$ cat config.mk
export PLATFORM = sky130hd
export DESIGN_NAME = lsgc_core
export DESIGN_NICKNAME = d
export VERILOG_FILES = /design/src/rtl/lsgc_pkg.sv /design/src/rtl/lsgc_core.sv
export VERILOG_INCLUDE_DIRS = /design/src /design/src/rtl
export SDC_FILE = /design/constraint.sdc
export NUM_CORES = 1
export LEC_CHECK = 0
export BUFFER_PORTS_ARGS = -buffer_cell sky130_fd_sc_hd__buf_2
export CORE_MARGIN = 2
export CORE_UTILIZATION = 55
export CTS_CLUSTER_DIAMETER = 120
export DETAILED_ROUTE_END_ITERATION = 10
export PLACE_DENSITY = 0.77
export SYNTH_ARGS = -nofsm -noshare
export SYNTH_HDL_FRONTEND = slang
export SYNTH_HIERARCHICAL = 1
export SYNTH_SLANG_ARGS = --single-unit
$ cat constraint.sdc
create_clock -name mclk -period 4.2 [get_ports mclk]
set_input_delay 0 -clock mclk [delete_from_list [all_inputs] [get_ports mclk]]
set_output_delay 0 -clock mclk [all_outputs]
set_load 0.05 [all_outputs]
$ cat src/rtl/lsgc_consts.svh
// constants of the led sink serial gain control block
// assumes inclusion by the package and the design file
`ifndef LSGC_CONSTS_SVH
`define LSGC_CONSTS_SVH
`define LSGC_REG_W 16
`define LSGC_CFG_RESET 16'h00fe
`define LSGC_BAND_BIT 1
`define LSGC_MANT_MSB_BIT 2
`define LSGC_MANT_W 6
`define LSGC_HIST_W 10
`define LSGC_PAT_ENTER 10'h22e
`define LSGC_PAT_EXIT 10'h22a
`define LSGC_GAIN_BASE 8'h40
`define LSGC_GAIN_W 8
`define LSGC_GAIN_RESET 8'hfe
`define LSGC_FIFO_DEPTH 16
`define LSGC_PIN_N 4
`define LSGC_PIN_CLK 3
`define LSGC_PIN_DATA 2
`define LSGC_PIN_STROBE 1
`define LSGC_PIN_BLANK 0
`define LSGC_PIN_RESET 4'h1
`endif

$ cat src/rtl/lsgc_pkg.sv
// types of the led sink serial gain control block
// assumes lsgc_consts.svh on the include path
`include "lsgc_consts.svh"
package lsgc_pkg;
    typedef struct packed {
        logic shift;
        logic data;
        logic strobe;
        logic blank;
    } lsgc_sample_t;

    typedef enum logic [1:0] {
        LSGC_MODE_NORMAL = 2'b01,
        LSGC_MODE_ADJUST = 2'b10
    } lsgc_mode_t;
endpackage : lsgc_pkg

$ cat src/rtl/lsgc_core.sv
// serial front end of a 16-channel led sink driver, with its sample fifo
// assumes all pins are asynchronous to mclk and much slower than it
`timescale 1ns/1ps
`include "lsgc_consts.svh"

// ---------------------------------------------------------------
// sample fifo
// ---------------------------------------------------------------
module lsgc_fifo #(
    parameter int WIDTH = 4,
    parameter int DEPTH = 16
) (
    input wire logic mclk,
    input wire logic resetn,
    input wire logic [WIDTH-1:0] in_data,
    input wire logic in_valid,
    output logic in_ready,
    output logic [WIDTH-1:0] out_data,
    output logic out_valid,
    input wire logic out_ready
);
    localparam int AW = $clog2(DEPTH);
    logic [WIDTH-1:0] mem [DEPTH];
    logic [WIDTH-1:0] next_mem [DEPTH];
    logic [AW-1:0] wr_idx, next_wr_idx, rd_idx, next_rd_idx;
    logic [AW:0] count, next_count;
    logic push, pop;

    assign in_ready = (count != DEPTH[AW:0]);
    assign out_valid = (count != '0);
    assign out_data = mem[rd_idx];
    assign push = in_valid && in_ready;
    assign pop = out_valid && out_ready;

    always_comb begin
        next_mem = mem;
        next_wr_idx = wr_idx;
        next_rd_idx = rd_idx;
        next_count = count;
        if (push) begin
            next_mem[wr_idx] = in_data;
            next_wr_idx = (wr_idx == AW'(DEPTH - 1)) ? '0 : wr_idx + 1'b1;
        end
        if (pop) begin
            next_rd_idx = (rd_idx == AW'(DEPTH - 1)) ? '0 : rd_idx + 1'b1;
        end
        if (push && !pop) begin
            next_count = count + 1'b1;
        end else if (pop && !push) begin
            next_count = count - 1'b1;
        end
    end

    always_ff @(posedge mclk) begin
        mem <= next_mem;
        if (!resetn) begin
            wr_idx <= '0;
            rd_idx <= '0;
            count <= '0;
        end else begin
            wr_idx <= next_wr_idx;
            rd_idx <= next_rd_idx;
            count <= next_count;
        end
    end
endmodule : lsgc_fifo

// ---------------------------------------------------------------
// top: pin sampling, shift register, latches, mode detect
// ---------------------------------------------------------------
module lsgc_core
    import lsgc_pkg::*;
(
    input wire logic mclk,
    input wire logic resetn,
    input wire logic shift_clk_pin,
    input wire logic serial_in_pin,
    input wire logic latch_strobe_pin,
    input wire logic output_blank_n_pin,
    input wire logic drain_hold,
    output logic serial_out_pin,
    output logic [`LSGC_REG_W-1:0] current_sink_outputs,
    output logic current_band_select,
    output logic [`LSGC_MANT_W-1:0] gain_mantissa,
    output logic [7:0] gain_x128,
    output logic adjust_mode,
    output logic sample_ready
);
    function automatic logic [`LSGC_MANT_W-1:0] mant_of(input logic [`LSGC_REG_W-1:0] c);
        logic [`LSGC_MANT_W-1:0] d;
        d = '0;
        for (int i = 0; i < `LSGC_MANT_W; i++) begin
            d[`LSGC_MANT_W-1-i] = c[`LSGC_MANT_MSB_BIT+i];
        end
        return d;
    endfunction : mant_of

    // ---------------------------------------------------------------
    // pin synchronisers and agreement filter
    // ---------------------------------------------------------------
    logic [`LSGC_PIN_N-1:0] pins, sync1, sync2, sync3, lvl, next_lvl;
    assign pins = {shift_clk_pin, serial_in_pin, latch_strobe_pin, output_blank_n_pin};

    genvar g;
    generate
        for (g = 0; g < `LSGC_PIN_N; g++) begin : g_filter
            always_comb begin
                next_lvl[g] = (sync2[g] == sync3[g]) ? sync3[g] : lvl[g];
            end
        end
    endgenerate

    always_ff @(posedge mclk) begin
        if (!resetn) begin
            sync1 <= `LSGC_PIN_RESET;
            sync2 <= `LSGC_PIN_RESET;
            sync3 <= `LSGC_PIN_RESET;
            lvl <= `LSGC_PIN_RESET;
        end else begin
            sync1 <= pins;
            sync2 <= sync1;
            sync3 <= sync2;
            lvl <= next_lvl;
        end
    end

    // ---------------------------------------------------------------
    // sample capture into the fifo
    // ---------------------------------------------------------------
    lsgc_sample_t cap, smp;
    logic cap_valid, cap_ready, smp_valid, pop;

    always_comb begin
        cap.shift = next_lvl[`LSGC_PIN_CLK] && !lvl[`LSGC_PIN_CLK];
        cap.data = next_lvl[`LSGC_PIN_DATA];
        cap.strobe = next_lvl[`LSGC_PIN_STROBE];
        cap.blank = next_lvl[`LSGC_PIN_BLANK];
        cap_valid = cap.shift || (next_lvl[`LSGC_PIN_STROBE] != lvl[`LSGC_PIN_STROBE]);
    end

    lsgc_fifo #(
        .WIDTH($bits(lsgc_sample_t)),
        .DEPTH(`LSGC_FIFO_DEPTH)
    ) u_fifo (
        .mclk(mclk),
        .resetn(resetn),
        .in_data(cap),
        .in_valid(cap_valid),
        .in_ready(cap_ready),
        .out_data(smp),
        .out_valid(smp_valid),
        .out_ready(!drain_hold)
    );
    assign pop = smp_valid && !drain_hold;

    // ---------------------------------------------------------------
    // shift register, latches and mode
    // ---------------------------------------------------------------
    lsgc_mode_t mode, next_mode;
    logic [`LSGC_HIST_W-1:0] hist, next_hist;
    logic [`LSGC_REG_W-1:0] sreg, next_sreg, out_latch, next_latch, cfg, next_cfg;
    logic [`LSGC_REG_W-1:0] next_sinks;
    logic strobe_prev, next_strobe_prev, cfg_load;
    logic [`LSGC_GAIN_W-1:0] gain_base, next_gain;

    always_comb begin
        next_mode = mode;
        next_hist = hist;
        next_sreg = sreg;
        next_latch = out_latch;
        next_cfg = cfg;
        next_strobe_prev = strobe_prev;
        cfg_load = 1'b0;
        if (pop) begin
            next_strobe_prev = smp.strobe;
            if (smp.shift) begin
                next_sreg = {sreg[`LSGC_REG_W-2:0], smp.data};
                next_hist = {hist[`LSGC_HIST_W-3:0], smp.blank, smp.strobe};
            end
            if (mode == LSGC_MODE_ADJUST) begin
                if (smp.strobe && !strobe_prev) begin
                    cfg_load = 1'b1;
                    next_cfg = next_sreg;
                end
            end else if (smp.strobe) begin
                next_latch = next_sreg;
            end
            if (smp.shift) begin
                // five newest pairs, oldest in the top bits, against both patterns
                case (next_hist)
                    `LSGC_PAT_ENTER: next_mode = LSGC_MODE_ADJUST;
                    `LSGC_PAT_EXIT: next_mode = LSGC_MODE_NORMAL;
                    default: next_mode = mode;
                endcase
            end
        end
        next_sinks = lvl[`LSGC_PIN_BLANK] ? '0 : out_latch;
        gain_base = `LSGC_GAIN_BASE + {2'h0, mant_of(cfg)};
        next_gain = cfg[`LSGC_BAND_BIT] ? {gain_base[`LSGC_GAIN_W-2:0], 1'b0} : gain_base;
    end

    always_ff @(posedge mclk) begin
        if (!resetn) begin
            mode <= LSGC_MODE_NORMAL;
            hist <= '0;
            sreg <= '0;
            out_latch <= '0;
            cfg <= `LSGC_CFG_RESET;
            strobe_prev <= 1'b0;
            serial_out_pin <= 1'b0;
            current_sink_outputs <= '0;
            current_band_select <= 1'b1;
            gain_mantissa <= '1;
            gain_x128 <= `LSGC_GAIN_RESET;
            adjust_mode <= 1'b0;
            sample_ready <= 1'b1;
        end else begin
            mode <= next_mode;
            hist <= next_hist;
            sreg <= next_sreg;
            out_latch <= next_latch;
            cfg <= next_cfg;
            strobe_prev <= next_strobe_prev;
            serial_out_pin <= next_sreg[`LSGC_REG_W-1];
            current_sink_outputs <= next_sinks;
            current_band_select <= cfg[`LSGC_BAND_BIT];
            gain_mantissa <= mant_of(cfg);
            gain_x128 <= next_gain;
            adjust_mode <= (next_mode == LSGC_MODE_ADJUST);
            sample_ready <= cap_ready;
        end
    end
endmodule : lsgc_core

; ---- Word level (Yosys, flattened, before mapping)
; Index checks and enable logic that the tools add are counted.
; W data, S select, Z words.
[word_totals]
register_bits = 179
input_bits = 7
out_inout_bits = 34
[op_classes]
add_sub_neg = 5
magnitude_cmp = 3
n_eq_ne = 12
muxes = 21
bitwise = 4
reduce_logical = 19
[ops]
columns = op, count
row1 = $bwmux W64, 1
row2 = $eq A10 B10 Y1 const B, 2
row3 = $mux W10, 2
row4 = $mux W4, 5
row5 = $bmux W4 S4, 1
row6 = $demux W4 S4, 1
row7 = $mux W16, 1
row8 = $ge A5 B5 Y1 const B, 2
row9 = $mux W5, 2
row10 = $not A4 Y5, 2
row11 = $add A4 B1 Y4 const B, 2
row12 = $add A7 B6 Y8 const A, 1
row13 = $eq A4 B4 Y1 const B, 2
row14 = $mux W8, 1
row15 = $logic_and A1 B1 Y1, 7
row16 = $reduce_and A3 Y1, 2
row17 = $add A5 B1 Y5 const B, 1
row18 = $logic_not A1 Y1, 5
row19 = $lt A5 B1 Y1 const B, 1
row20 = $ne A5 B5 Y1 const B, 1
row21 = $reduce_bool A5 Y1, 1
row22 = $sub A5 B1 Y5 const B, 1
row23 = $eq A1 B1 Y1, 4
row24 = $eq A2 B2 Y1 const B, 2
row25 = 8 further kinds, 14

; ---- Longest topological paths before layout
; Gate-level depths: netlist (run 1).
[depth]
word_depth = 11
ltp_mapped = 13
depth_no_buf = 11

; ---- By module
; The synthesis (run 1) kept the hierarchy.
[by_module_without_submodules]
columns = module, instances, cells_each, area_per_inst_um2
row1 = lsgc_core, 1, 339, 3543.4
row2 = lsgc_fifo, 1, 217, 3348.2

; ---- Least setup slack after synthesis (run 1)
; Ideal clock, no wire load.
[synth_timing]
path_kind = reg-to-reg
start = reg lvl[1]
end = reg u_fifo.count[3]
setup_ns = 0.062
arrival_ns = 2.768
required_time_ns = 4.138
setup_slack_ns = 1.369
stages_incl_launch_ff = 12
synth_period_minus_slack_ns = 2.831
path_cell_list = dfxtp_1 > maj3_1 > xnor2_1 > o21ai_0 > a21boi_2 > ha_1 > inv_1 > ha_1 > a21o_2 > a21oi_1 > or4b_1 > nand3_1
[synth_lines]
columns = element, line
row1 = start: declaration, lsgc_core.sv:101  ; logic [`LSGC_PIN_N-1:0] pins, sync1, sync2, sync3, lvl, next_lvl;
row2 = start signal: assignment, lsgc_core.sv:118  ; lvl <= `LSGC_PIN_RESET;
row3 = start signal: assignment, lsgc_core.sv:123  ; lvl <= next_lvl;
row4 = end signal: assignment, lsgc_core.sv:63  ; count <= next_count;
row5 = end: declaration, lsgc_core.sv:26  ; logic [AW:0] count, next_count;

==> flow_summary_export.csv, run 1 <==
group,metric,value,unit
outcome,outcome,"complete, no violations",
synth,synth_top_cells_by_area,"sky130_fd_sc_hd__dfxtp_1 32%, sky130_fd_sc_hd__edfxtp_1 28%, sky130_fd_sc_hd__mux2i_1 4.1%",
cells_and_area,syn_to_final_growth,12.22,%
synth,synth_area_per_cell,12.39,sq um
route,wl_per_cell,15.90,microns
cells_and_area,layout_utilization,63.85,%
run,max-cap-violations,0,
floorplanning,start_util,56.90,%
place,port-buffer-count,40,
power_and_ir_drop,fin_total_pwr,4.011,mW
cells_and_area,mostFrequentLayoutCells,"111 x sky130_fd_sc_hd__dfxtp_1, 66 x sky130_fd_sc_hd__nand2_1, 64 x sky130_fd_sc_hd__edfxtp_1",
synth,synth_cell_types,55,
clocking,clock_transition_at_the_registers_of_the_reported_paths,0.06,ns
global_route,maximum_number_of_pins_on_one_net_before_global_route_repair,46,
hold_path,worst_hold_startpoint,"drain_hold",
global_route,globalRouteTotalUtil,19.70,%
floorplanning,die-area,0.01344,sq mm
global_route,first_global_vias,4092,
setup_path,arrival,3.52,ns
cells_and_area,layout_commonest_cell,"sky130_fd_sc_hd__dfxtp_1",
route,first_pass_iters,5,
power_and_ir_drop,leakagePower,2.949,nW
sta,finalHoldViolations,0,
cells_and_area,design_area,0.007734,sq mm
sta,grt_setup_unrepaired,"false",
floorplanning,die_height,115.9,microns
place,placement.cell_area,0.007153,sq mm
setup_path,startpoint_type,"flip-flop",
route,wirelength,12.24,mm
setup_path,critical_path_class,"reg -> reg",
synth,synthArstFlopShare,0,%
global_route,first_pass_grt_wire_length,20.15,mm
route,detailroute.via_count,4208,
hold_path,hold_path.class,"in -> reg",
synth,post-synth-top-area-fraction,32.24,%
route,drc,0,
place,dp_hpwl,8.281,mm
synth,synth-main-ff-cell,"sky130_fd_sc_hd__dfxtp_1",
synth,number_of_flops_mapped_to_enable_cells_by_yosys,64,
clocking,clkSinkCount,175,
sta,slew_headroom,37.78,%
clocking,h-tree-depth,4,
sta,tightestPinTransition,0.9299,ns
sta,drv_slew,0,
clocking,clock_insertion_delay_worst_skew,0.42,ns
sta,fmax,0.3158,GHz
synth,post_synth_instance_area,0.006892,sq mm
clocking,root_buffer,"sky130_fd_sc_hd__clkbuf_16",
sta,setup_violations,0,
power_and_ir_drop,powerDensity,518.6,mW/mm^2
setup_path,worstSetupEndpointType,"flip-flop",
clocking,cts_made_buffers,17,
sta,layout_min_cycle_time,3.167,ns
cells_and_area,num_antenna_cells,0,
power_and_ir_drop,vdd_ir_drop_max,0.0003476,V
cells_and_area,nets,606,
setup_path,r2r_start,"lvl[1]",
synth,ys_seq_elements,175,
sta,final.period_utilization,75.39,%
route,drtIter0Drc,246,
floorplanning,core-area,0.01211,sq mm
synth,synth_sequential_area_ratio,60.13,%
setup_path,worstPathMaxFanout,18,
setup_path,timing.critical_path.from,"lvl[1]",
floorplanning,dieWidth,115.9,microns
clocking,post_cts_buffers,0,
synth,synth_area_leader_cell,"sky130_fd_sc_hd__dfxtp_1",
setup_path,timing.critical_path.required,4.55,ns
synth,synth_nets,573,
route,vias_per_cell,5.465,
sta,setup-tns-final,0,ns
synth,count_of_mapped_cells_out_of_synthesis,556,
place,finalWeightedCongestion,0.8070,
sta,finalClockSkew,0.008723,ns
setup_path,reg2reg_setup_slack,1.03,ns
cells_and_area,post_route_cells_drive_above_1_share,17.28,%
floorplanning,boundary_pin_count,41,
floorplanning,row_count,40,
synth,yosysWarnings,6,
clocking,cts-root-to-sink-buffers,2,
clocking,tritoncts,"done",
global_route,grt.overflow.total,0,
route,ant_nets,0,
global_route,grt_antenna_before_repair,0,
[cell families after synthesis]
| kind of cell | count (synthesis) | share of synthesized area, % |
|---|---|---|
| simple gates | 182 | 13.78 |
| flops | 175 | 60.13 |
| mux | 49 | 9.459 |
| xor+xnor | 5 | 0.6354 |
| buf+inv | 43 | 3.141 |
| fa+ha+maj | 13 | 2.360 |
| compound gates | 89 | 10.49 |
[power breakdown]
part,total (mW),internal [mW],switching (mW)
registers,1.92,1.83,0.0808
clock network,1.41,0.799,0.608
logic,0.688,0.305,0.383
total,4.01,2.94,1.07
[worst max-delay path: stages (launching register included)]
cell,delay [ns]
sky130_fd_sc_hd__dfxtp_1,0.32
sky130_fd_sc_hd__maj3_1,0.58
sky130_fd_sc_hd__xnor2_1,0.21
sky130_fd_sc_hd__o21ai_0,0.19
sky130_fd_sc_hd__a21boi_2,0.43
sky130_fd_sc_hd__ha_1,0.25
sky130_fd_sc_hd__inv_1,0.11
sky130_fd_sc_hd__ha_1,0.34
sky130_fd_sc_hd__a21oi_1,0.18
sky130_fd_sc_hd__a211oi_1,0.10
sky130_fd_sc_hd__a31oi_1,0.20
sky130_fd_sc_hd__mux2i_1,0.20
[metal layers]
metal / vias up / part of all wire, % / GRT usage [%]
li1: 2068 / - / -
met1: 2035 / 43 / 23.88
met2: 94 / 51 / 33.22
met3: 11 / 4.0 / 5.910
met4: 0 / 1.4 / 7.698
met5: - / 0 / 0
[cell type report]
cell class	instances	area [sq um]
clock buffers	18	429.2
clock inverters	14	101.3
fillers	963	4378
inverters	6	22.52
multi-input cells	338	2531
flip-flops and latches	175	4144
well taps	168	210.2
repair buffers	51	295.3
[flip-flops by register name, indices dropped and copies added, names as in the netlist, 2 cells and up]
name,flops
gain_mantissa,6
gain_x128,8
sync2,4
u_fifo/wr_idx,4
lvl,4
sync1,4
hist,8
cfg,7
mode,2
u_fifo/rd_idx,4
u_fifo/count,5
sync3,4
sreg,16
u_fifo/mem,64
current_sink_outputs,16
out_latch,16
[cell usage after synthesis, drive strengths merged (2+ instances only)]
library cell and instances:
o211ai 2, nor2b 8, mux4 12, and2 33, o311ai 7, ha 9
o221ai 4, xnor2 5, inv 6, a21boi 26, and3b 2, dfxtp 111
nand2 66, o21ai 11, buf 17, mux2i 28, o211a 17, clkbuf 20
a21oi 4, nand3b 3, edfxtp 64, a21o 2, nor3 4, a22oi 4
mux2 9, nand3 20, nor2 18, a31oi 7, nor4bb 2, maj3 3
nand2b 18
[final timing paths]
check | cells after the start | end
max | 11 | u_fifo/count[4]
min | 3 | hist[2]
max reg2reg | 11 | u_fifo/count[4]
min reg2reg | 1 | sync2[0]
[what timing repair did]
action                                  in CTS  in global routing
resized for setup                            0                  0
endpoints found under the setup margin       0                  0
endpoints found under the hold margin       15                  0
hold buffers                                 5                  0
[through the flow]
stage | setup slack [ns] | instances | hold WS, ns
after floorplan | 1.369 | 556 | 0.09059
after global placement | 1.196 | 733 | 0.1892
after detailed placement | 1.062 | 733 | 0.1918
after CTS | 1.031 | 770 | 0.09431
after global routing | 0.7654 | 770 | 0.09810
final | 1.034 | 770 | 0.1070
Power figures use the tool's default switching activity.
==> run 2: changes to the inputs <==
--- a/config.mk
+++ b/config.mk
@@ -8,10 +8,10 @@
 export LEC_CHECK = 0
 export BUFFER_PORTS_ARGS = -buffer_cell sky130_fd_sc_hd__buf_2
 export CORE_MARGIN = 2
-export CORE_UTILIZATION = 55
+export CORE_UTILIZATION = 54
 export CTS_CLUSTER_DIAMETER = 120
 export DETAILED_ROUTE_END_ITERATION = 10
-export PLACE_DENSITY = 0.77
+export PLACE_DENSITY = 0.79
 export SYNTH_ARGS = -nofsm -noshare
 export SYNTH_HDL_FRONTEND = slang
 export SYNTH_HIERARCHICAL = 1
==> constraint.sdc (replaced) <==
create_clock -name mclk -period 2.8 [get_ports mclk]
set_input_delay 0 -clock mclk [delete_from_list [all_inputs] [get_ports mclk]]
set_output_delay 0 -clock mclk [all_outputs]
set_load 0.05 [all_outputs]
==> run 2 against run 1 <==
Effect of this change: total power increased by 54%; wire length increased by 0.34%; sequential share of layout area decreased by 0.88 points; utilization decreased by 1.0 points; critical path depth decreased by 2; die area increased by 1.8%; global-route usage decreased by 0.090 points; clock-buffer cell count decreased by 1.
==> flow_summary_export.csv, run 2 (same netlist as run 1, synthesis figures left out) <==
group,metric,value,unit
outcome,outcome,"complete, no violations",
cells_and_area,nets,614,
cells_and_area,syn_to_final_growth,14.12,%
sta,fmax,0.3750,GHz
setup_path,timing.critical_path.required,3.15,ns
power_and_ir_drop,leakagePower,3.017,nW
sta,final.period_utilization,95.24,%
clocking,clock_transition_at_the_registers_of_the_reported_paths,0.06,ns
setup_path,worstSetupEndpointType,"flip-flop",
global_route,grt.busiest_layer,"met2",
clocking,cts_made_buffers,17,
route,detailroute.via_count,4286,
sta,setup-tns-final,0,ns
global_route,use_met3,5.355,%
clocking,clock_insertion_delay_worst_skew,0.43,ns
cells_and_area,layout_commonest_cell,"sky130_fd_sc_hd__dfxtp_1",
setup_path,reg2reg_path_depth,9,
floorplanning,start_util,55.06,%
global_route,grt.overflow.total,0,
floorplanning,boundary_pin_count,41,
clocking,root_buffer,"sky130_fd_sc_hd__clkbuf_16",
setup_path,startpoint_type,"flip-flop",
sta,setup_violations,0,
hold_path,hold_depth,3,
global_route,gr-usage-met1,23.05,%
clocking,h-tree-depth,4,
global_route,first_global_vias,4183,
sta,slew_headroom,28.67,%
sta,grt_setup_unrepaired,"false",
setup_path,arrival,3.02,ns
setup_path,capture_instance_of_the_worst_register_to_register_path,"u_fifo/count[4]",
sta,tightestPinTransition,1.066,ns
sta,finalHoldViolations,0,
global_route,grt_antenna_before_repair,0,
global_route,maximum_number_of_pins_on_one_net_before_global_route_repair,96,
floorplanning,row_count,41,
place,pre_cts_setup_slack,0.1273,ns
floorplanning,die_height,117.0,microns
place,port-buffer-count,40,
sta,finalWorstSetupSlack,0.1334,ns
clocking,post_cts_buffers,0,
place,dp_hpwl,8.267,mm
clocking,cts-root-to-sink-buffers,2,
sta,finalClockSkew,0.009142,ns
power_and_ir_drop,powerDensity,786.9,mW/mm^2
global_route,first_pass_grt_wire_length,20.25,mm
setup_path,reg2reg_setup_slack,0.13,ns
floorplanning,die-area,0.01368,sq mm
floorplanning,core-area,0.01252,sq mm
route,vias_per_cell,5.481,
cells_and_area,largest_register_ffs,64,
cells_and_area,top_register,"u_fifo/mem",
hold_path,hold_path.class,"in -> reg",
sta,hold_ws,0.05123,ns
sta,layout_min_cycle_time,2.667,ns
cells_and_area,post_route_cells_drive_above_1_share,19.18,%
setup_path,worstPathMaxFanout,6,
clocking,tritoncts,"done",
cells_and_area,mostFrequentLayoutCells,"110 x sky130_fd_sc_hd__dfxtp_1, 66 x sky130_fd_sc_hd__nand2_1, 64 x sky130_fd_sc_hd__edfxtp_1",
place,finalWeightedCongestion,0.8779,
hold_path,worst_hold_startpoint,"resetn",
route,first_pass_iters,4,
setup_path,r2r_start,"u_fifo/count[0]",
cells_and_area,num_antenna_cells,0,
route,drc,0,
hold_path,min_delay_worst_endpoint,"gain_mantissa[0]",
power_and_ir_drop,vdd_ir_drop_max,0.0003837,V
cells_and_area,final.fill_count,965,
sta,drv_slew,0,
clocking,clkSinkCount,175,
route,drtIter0Drc,325,
route,wl_per_cell,15.71,microns
route,ant_nets,0,
global_route,gr-usage-met2,34.61,%
global_route,globalRouteTotalUtil,19.61,%
setup_path,critical_path_class,"reg -> reg",
route,wirelength,12.28,mm
floorplanning,dieWidth,117.0,microns
run,max-cap-violations,0,
==> run 2: layout make-up <==
type,instances,area (sq um),share of cell area (%)
Timing Repair Buffer,59,365.4,4.645
Multi-Input combinational cell,338,2546,32.37
Inverter,6,22.52,0.2864
Sequential cell,175,4145,52.70
Tap cell,172,215.2,2.736
Clock buffer,17,425.4,5.409
Clock inverter,15,145.1,1.845
==> run 2: critical path: stages, from the launching register on <==
cell and delay, ns:
sky130_fd_sc_hd__dfxtp_1 0.38, sky130_fd_sc_hd__or4_4 0.61, sky130_fd_sc_hd__o21ai_4 0.22, sky130_fd_sc_hd__ha_1 0.20
sky130_fd_sc_hd__inv_1 0.11, sky130_fd_sc_hd__ha_1 0.36, sky130_fd_sc_hd__a21oi_2 0.21, sky130_fd_sc_hd__a211oi_1 0.10
sky130_fd_sc_hd__a31oi_1 0.20, sky130_fd_sc_hd__mux2i_1 0.21
==> run 2: through the flow <==
step | instance area, sq um | utilization (%) | power, mW | std cells
after floorplan | 6899 | - | 3.748 | 556
after global placement | 7246 | 57.89 | 3.922 | 746
after detailed placement | 7246 | 57.89 | 3.958 | 746
after CTS | 7856 | 62.76 | 6.228 | 782
after global routing | 7865 | 62.83 | 6.445 | 782
final | 7865 | 62.83 | 6.189 | 782
==> run 2: worst max path at each step <==
stage	slack (ns)	start	depth (start not counted)	endpoint
final	0.13	u_fifo/count[0]	9	u_fifo/count[4]
after detailed placement	0.13	lvl[1]	11	u_fifo/count[4]
after global routing	0.02	lvl[1]	11	u_fifo/count[4]
after CTS	0.05	lvl[1]	11	u_fifo/count[4]
after floorplan	0.03	lvl[1]	11	u_fifo/count[3]
after global placement	0.24	lvl[1]	11	u_fifo/count[4]
==> run 2: what timing repair did <==
| action | in CTS | in global routing |
|---|---|---|
| resized for setup | 0 | 4 |
| hold buffers | 4 | 0 |
| endpoints found under the hold margin | 4 | 0 |
| setup endpoints to repair | 0 | 7 |
==> run 2: metal layers <==
layer  up-vias  part of all wire [%]
met3        19                   4.0
met4         0                   1.7
met5         -                     0
li1       2080                     -
met2        98                    51
met1      2089                    43
==> run 2: where the power goes <==
group / internal (mW) / switching (mW)
sequential: 2.75 / 0.117
clock: 1.30 / 0.963
combinational: 0.485 / 0.568
==> run 3: changes to the inputs <==
--- a/config.mk
+++ b/config.mk
@@ -6,7 +6,7 @@
 export SDC_FILE = /design/constraint.sdc
 export NUM_CORES = 1
 export LEC_CHECK = 0
-export BUFFER_PORTS_ARGS = -buffer_cell sky130_fd_sc_hd__buf_2
+export BUFFER_PORTS_ARGS = -buffer_cell sky130_fd_sc_hd__buf_4
 export CORE_MARGIN = 2
 export CORE_UTILIZATION = 54
 export CTS_CLUSTER_DIAMETER = 120
@@ -14,5 +14,4 @@
 export PLACE_DENSITY = 0.79
 export SYNTH_ARGS = -nofsm -noshare
 export SYNTH_HDL_FRONTEND = slang
-export SYNTH_HIERARCHICAL = 1
 export SYNTH_SLANG_ARGS = --single-unit
==> run 3 against run 2 <==
Effect of this change: hold slack worse by 0.026 ns; maximum frequency down 0.59%; combinational power up 18%; largest cell class unchanged; global-route usage up 0.61 points; cell count down 0.64%; setup slack worse by 0.016 ns; highest routed layer unchanged; area after synthesis down 3.4%; clock skew down 0.00051 ns.
==> flow_summary_export.csv, run 3 <==
group,metric,value,unit
outcome,outcome,"complete, no violations",
sta,fmax,0.3728,GHz
sta,final.period_utilization,95.80,%
sta,layout_min_cycle_time,2.682,ns
cells_and_area,layout.area.seq,0.004144,sq mm
setup_path,r2r_start,"u_fifo.count[1]",
sta,finalHoldViolations,0,
setup_path,arrival,2.99,ns
synth,count_of_mapped_cells_out_of_synthesis,563,
place,dp_hpwl,8.328,mm
sta,tightestPinTransition,0.7965,ns
setup_path,cpMaxStageDelayCell,"sky130_fd_sc_hd__dfxtp_1",
route,detailroute.via_count,4251,
floorplanning,die-area,0.01323,sq mm
power_and_ir_drop,leakagePower,2.824,nW
floorplanning,die_height,115.0,microns
power_and_ir_drop,powerDensity,813.2,mW/mm^2
synth,ys_seq_elements,175,
power_and_ir_drop,p_switching,1.761,mW
global_route,first_global_vias,4250,
setup_path,timing.critical_path.required,3.11,ns
clocking,clock_insertion_delay_worst_skew,0.43,ns
synth,synth_cell_types,56,
global_route,grt_antenna_before_repair,0,
cells_and_area,largest_register_ffs,64,
floorplanning,row_count,40,
route,ant_nets,0,
clocking,clkSinkCount,175,
place,pre_cts_setup_slack,0.04463,ns
cells_and_area,num_antenna_cells,0,
synth,post-synth-top-area-fraction,33.39,%
synth,synthArstFlopShare,0,%
power_and_ir_drop,fin_total_pwr,6.292,mW
floorplanning,core-area,0.01201,sq mm
hold_path,hold_path.class,"in -> reg",
floorplanning,start_util,55.41,%
power_and_ir_drop,power.share.switching,27.98,%
synth,number_of_flops_mapped_to_enable_cells_by_yosys,64,
global_route,globalRouteTotalUtil,20.22,%
synth,post-synth-top-count-cell,"sky130_fd_sc_hd__dfxtp_1",
sta,drv_slew,0,
synth,synth_top_cells_by_area,"sky130_fd_sc_hd__dfxtp_1 33%, sky130_fd_sc_hd__edfxtp_1 29%, sky130_fd_sc_hd__a21oi_1 4.4%",
power_and_ir_drop,combPwrFrac,19.7,%
synth,synth_nets,580,
sta,setup_violations,0,
synth,yosysWarnings,0,
route,met3RoutedLength,446,microns
setup_path,reg2reg_setup_slack,0.12,ns
cells_and_area,top_register,"u_fifo.mem",
place,finalWeightedCongestion,0.7892,
clocking,cts_made_buffers,17,
setup_path,timing.critical_path.from,"u_fifo.count[1]",
place,port-buffer-count,40,
setup_path,crit_path_cell_trace,"nor4_4 -> buf_4 -> a21oi_4 -> inv_1 -> ha_4 -> inv_1 -> ha_1 -> nor2b_1 -> o21a_1 -> or3_1 -> a21oi_1 -> xnor2_1 -> nor2_1",
setup_path,worstPathMaxFanout,4,
clocking,h-tree-depth,4,
power_and_ir_drop,share_clk_of_total_power,34.4,%
route,routed-wl-met2,6.261,mm
setup_path,worst_path_largest_cell_delay,0.37,ns
setup_path,worst_setup_path_endpoint,"u_fifo.count[4]",
sta,grt_setup_unrepaired,"false",
clocking,cts-root-to-sink-buffers,2,
setup_path,worstSetupEndpointType,"flip-flop",
floorplanning,boundary_pin_count,41,
cells_and_area,multiInputGateArea,0.002276,sq mm
clocking,tritoncts,"done",
synth,synth_area_per_cell,11.82,sq um
power_and_ir_drop,power_report.internal_total,4.532,mW
cells_and_area,mostFrequentLayoutCells,"111 x sky130_fd_sc_hd__dfxtp_1, 64 x sky130_fd_sc_hd__edfxtp_1, 61 x sky130_fd_sc_hd__buf_4",
sta,slew_headroom,46.41,%
route,wl_per_cell,15.84,microns
clocking,root_buffer,"sky130_fd_sc_hd__clkbuf_16",
route,detail_route.wirelength.met1,5.211,mm
sta,finalWorstSetupSlack,0.1175,ns
synth,synth_sequential_area_ratio,62.27,%
global_route,first_pass_grt_wire_length,20.24,mm
global_route,grt.overflow.total,0,
setup_path,reg2reg_path_depth,13,
route,first_pass_iters,4,
cells_and_area,nets,634,
synth,synth-main-ff-cell,"sky130_fd_sc_hd__dfxtp_1",
run,max-cap-violations,0,
route,wirelength,12.31,mm
synth,ys_top_cells_by_count,"111 x sky130_fd_sc_hd__dfxtp_1, 64 x sky130_fd_sc_hd__edfxtp_1, 60 x sky130_fd_sc_hd__nand2_1, 58 x sky130_fd_sc_hd__a21oi_1, 46 x sky130_fd_sc_hd__nor2_1",
cells_and_area,final.fill_count,906,
sta,setup-tns-final,0,ns
setup_path,critical_path_class,"reg -> reg",
floorplanning,dieWidth,115.0,microns
route,drc,0,
route,vias_per_cell,5.471,
synth,post_synth_instance_area,0.006655,sq mm
cells_and_area,syn_to_final_growth,16.26,%
clocking,clock_transition_at_the_registers_of_the_reported_paths,0.07,ns
power_and_ir_drop,seq_power_share,45.8,%
cells_and_area,post_route_cells_drive_above_1_share,17.62,%
setup_path,startpoint_type,"flip-flop",
power_and_ir_drop,vdd_ir_drop_max,0.0006424,V
route,drtIter0Drc,299,
route,route.top_layer_used,"met4",
sta,hold_ws,0.02572,ns
global_route,maximum_number_of_pins_on_one_net_before_global_route_repair,41,
setup_path,crit_top_cell,"sky130_fd_sc_hd__inv_1",
setup_path,capture_instance_of_the_worst_register_to_register_path,"u_fifo.count[4]",
synth,synth_area_leader_cell,"sky130_fd_sc_hd__dfxtp_1",
sta,finalClockSkew,0.008631,ns
cells_and_area,layout_commonest_cell,"sky130_fd_sc_hd__dfxtp_1",
run 3: final cells by class:
class / count / area share (%)
Sequential cell: 175 / 53.56
Multi-Input combinational cell: 338 / 29.41
Timing Repair Buffer: 67 / 6.695
Clock buffer: 19 / 5.999
Tap cell: 147 / 2.377
Clock inverter: 13 / 1.083
Inverter: 18 / 0.8732
run 3: routing by layer:
metal  up-vias  GRT usage [%]
met5         -              0
met4         0          12.05
met3        26          4.692
met2       106          34.71
met1      2020          23.08
li1       2099              -
run 3: cell families (layout without fill, tap and decap cells):
group	count (synthesis)	after routing	share of synthesized area, %
compound gates	109	109	9.682
xor+xnor	5	5	0.6580
fa+ha+maj	12	12	2.294
buf+inv	50	117	3.760
flops	175	175	62.27
mux	42	42	8.817
simple gates	170	170	12.52
run 3: worst min path at each step:
stage | from | end | cells after the start
after detailed placement | output_blank_n_pin | sync1[0] | 2
after CTS | drain_hold | u_fifo.rd_idx[1] | 5
after floorplan | resetn | sync3[0] | 1
after global routing | drain_hold | u_fifo.rd_idx[1] | 5
final | drain_hold | u_fifo.rd_idx[1] | 5
after global placement | output_blank_n_pin | sync1[0] | 2
run 3: per-stage QoR:
stage	area (sq um)	cells	utilization, %
final	7737	777	64.42
after global routing	7737	777	64.42
after CTS	7715	776	64.23
after detailed placement	7107	738	59.17
after global placement	7107	738	59.17
after floorplan	6655	563	-
run 3: power groups by stage:
stage	Combinational, mW	Sequential [mW]	Clock (mW)
detailed placement	1.18	2.94	0
finish	1.24	2.88	2.17
global placement	1.14	2.93	0
floorplan	0.971	2.91	0
CTS	1.20	2.88	2.20
global route	1.37	2.90	2.31
run 3: worst max-delay path: cells and delay by family, from the launching register on:
family	cells	cell delay (ns)
compound gates	3	0.41
buf+inv	3	0.37
flops	1	0.37
fa+ha+maj	2	0.49
simple gates	4	0.79
xor+xnor	1	0.13
run 3: timing repair:
action | in CTS | in global routing
setup endpoints to repair | 0 | 7
setup buffers | 0 | 1
gates resized for setup | 0 | 4
hold endpoints to repair | 18 | 0
hold buffers | 6 | 0
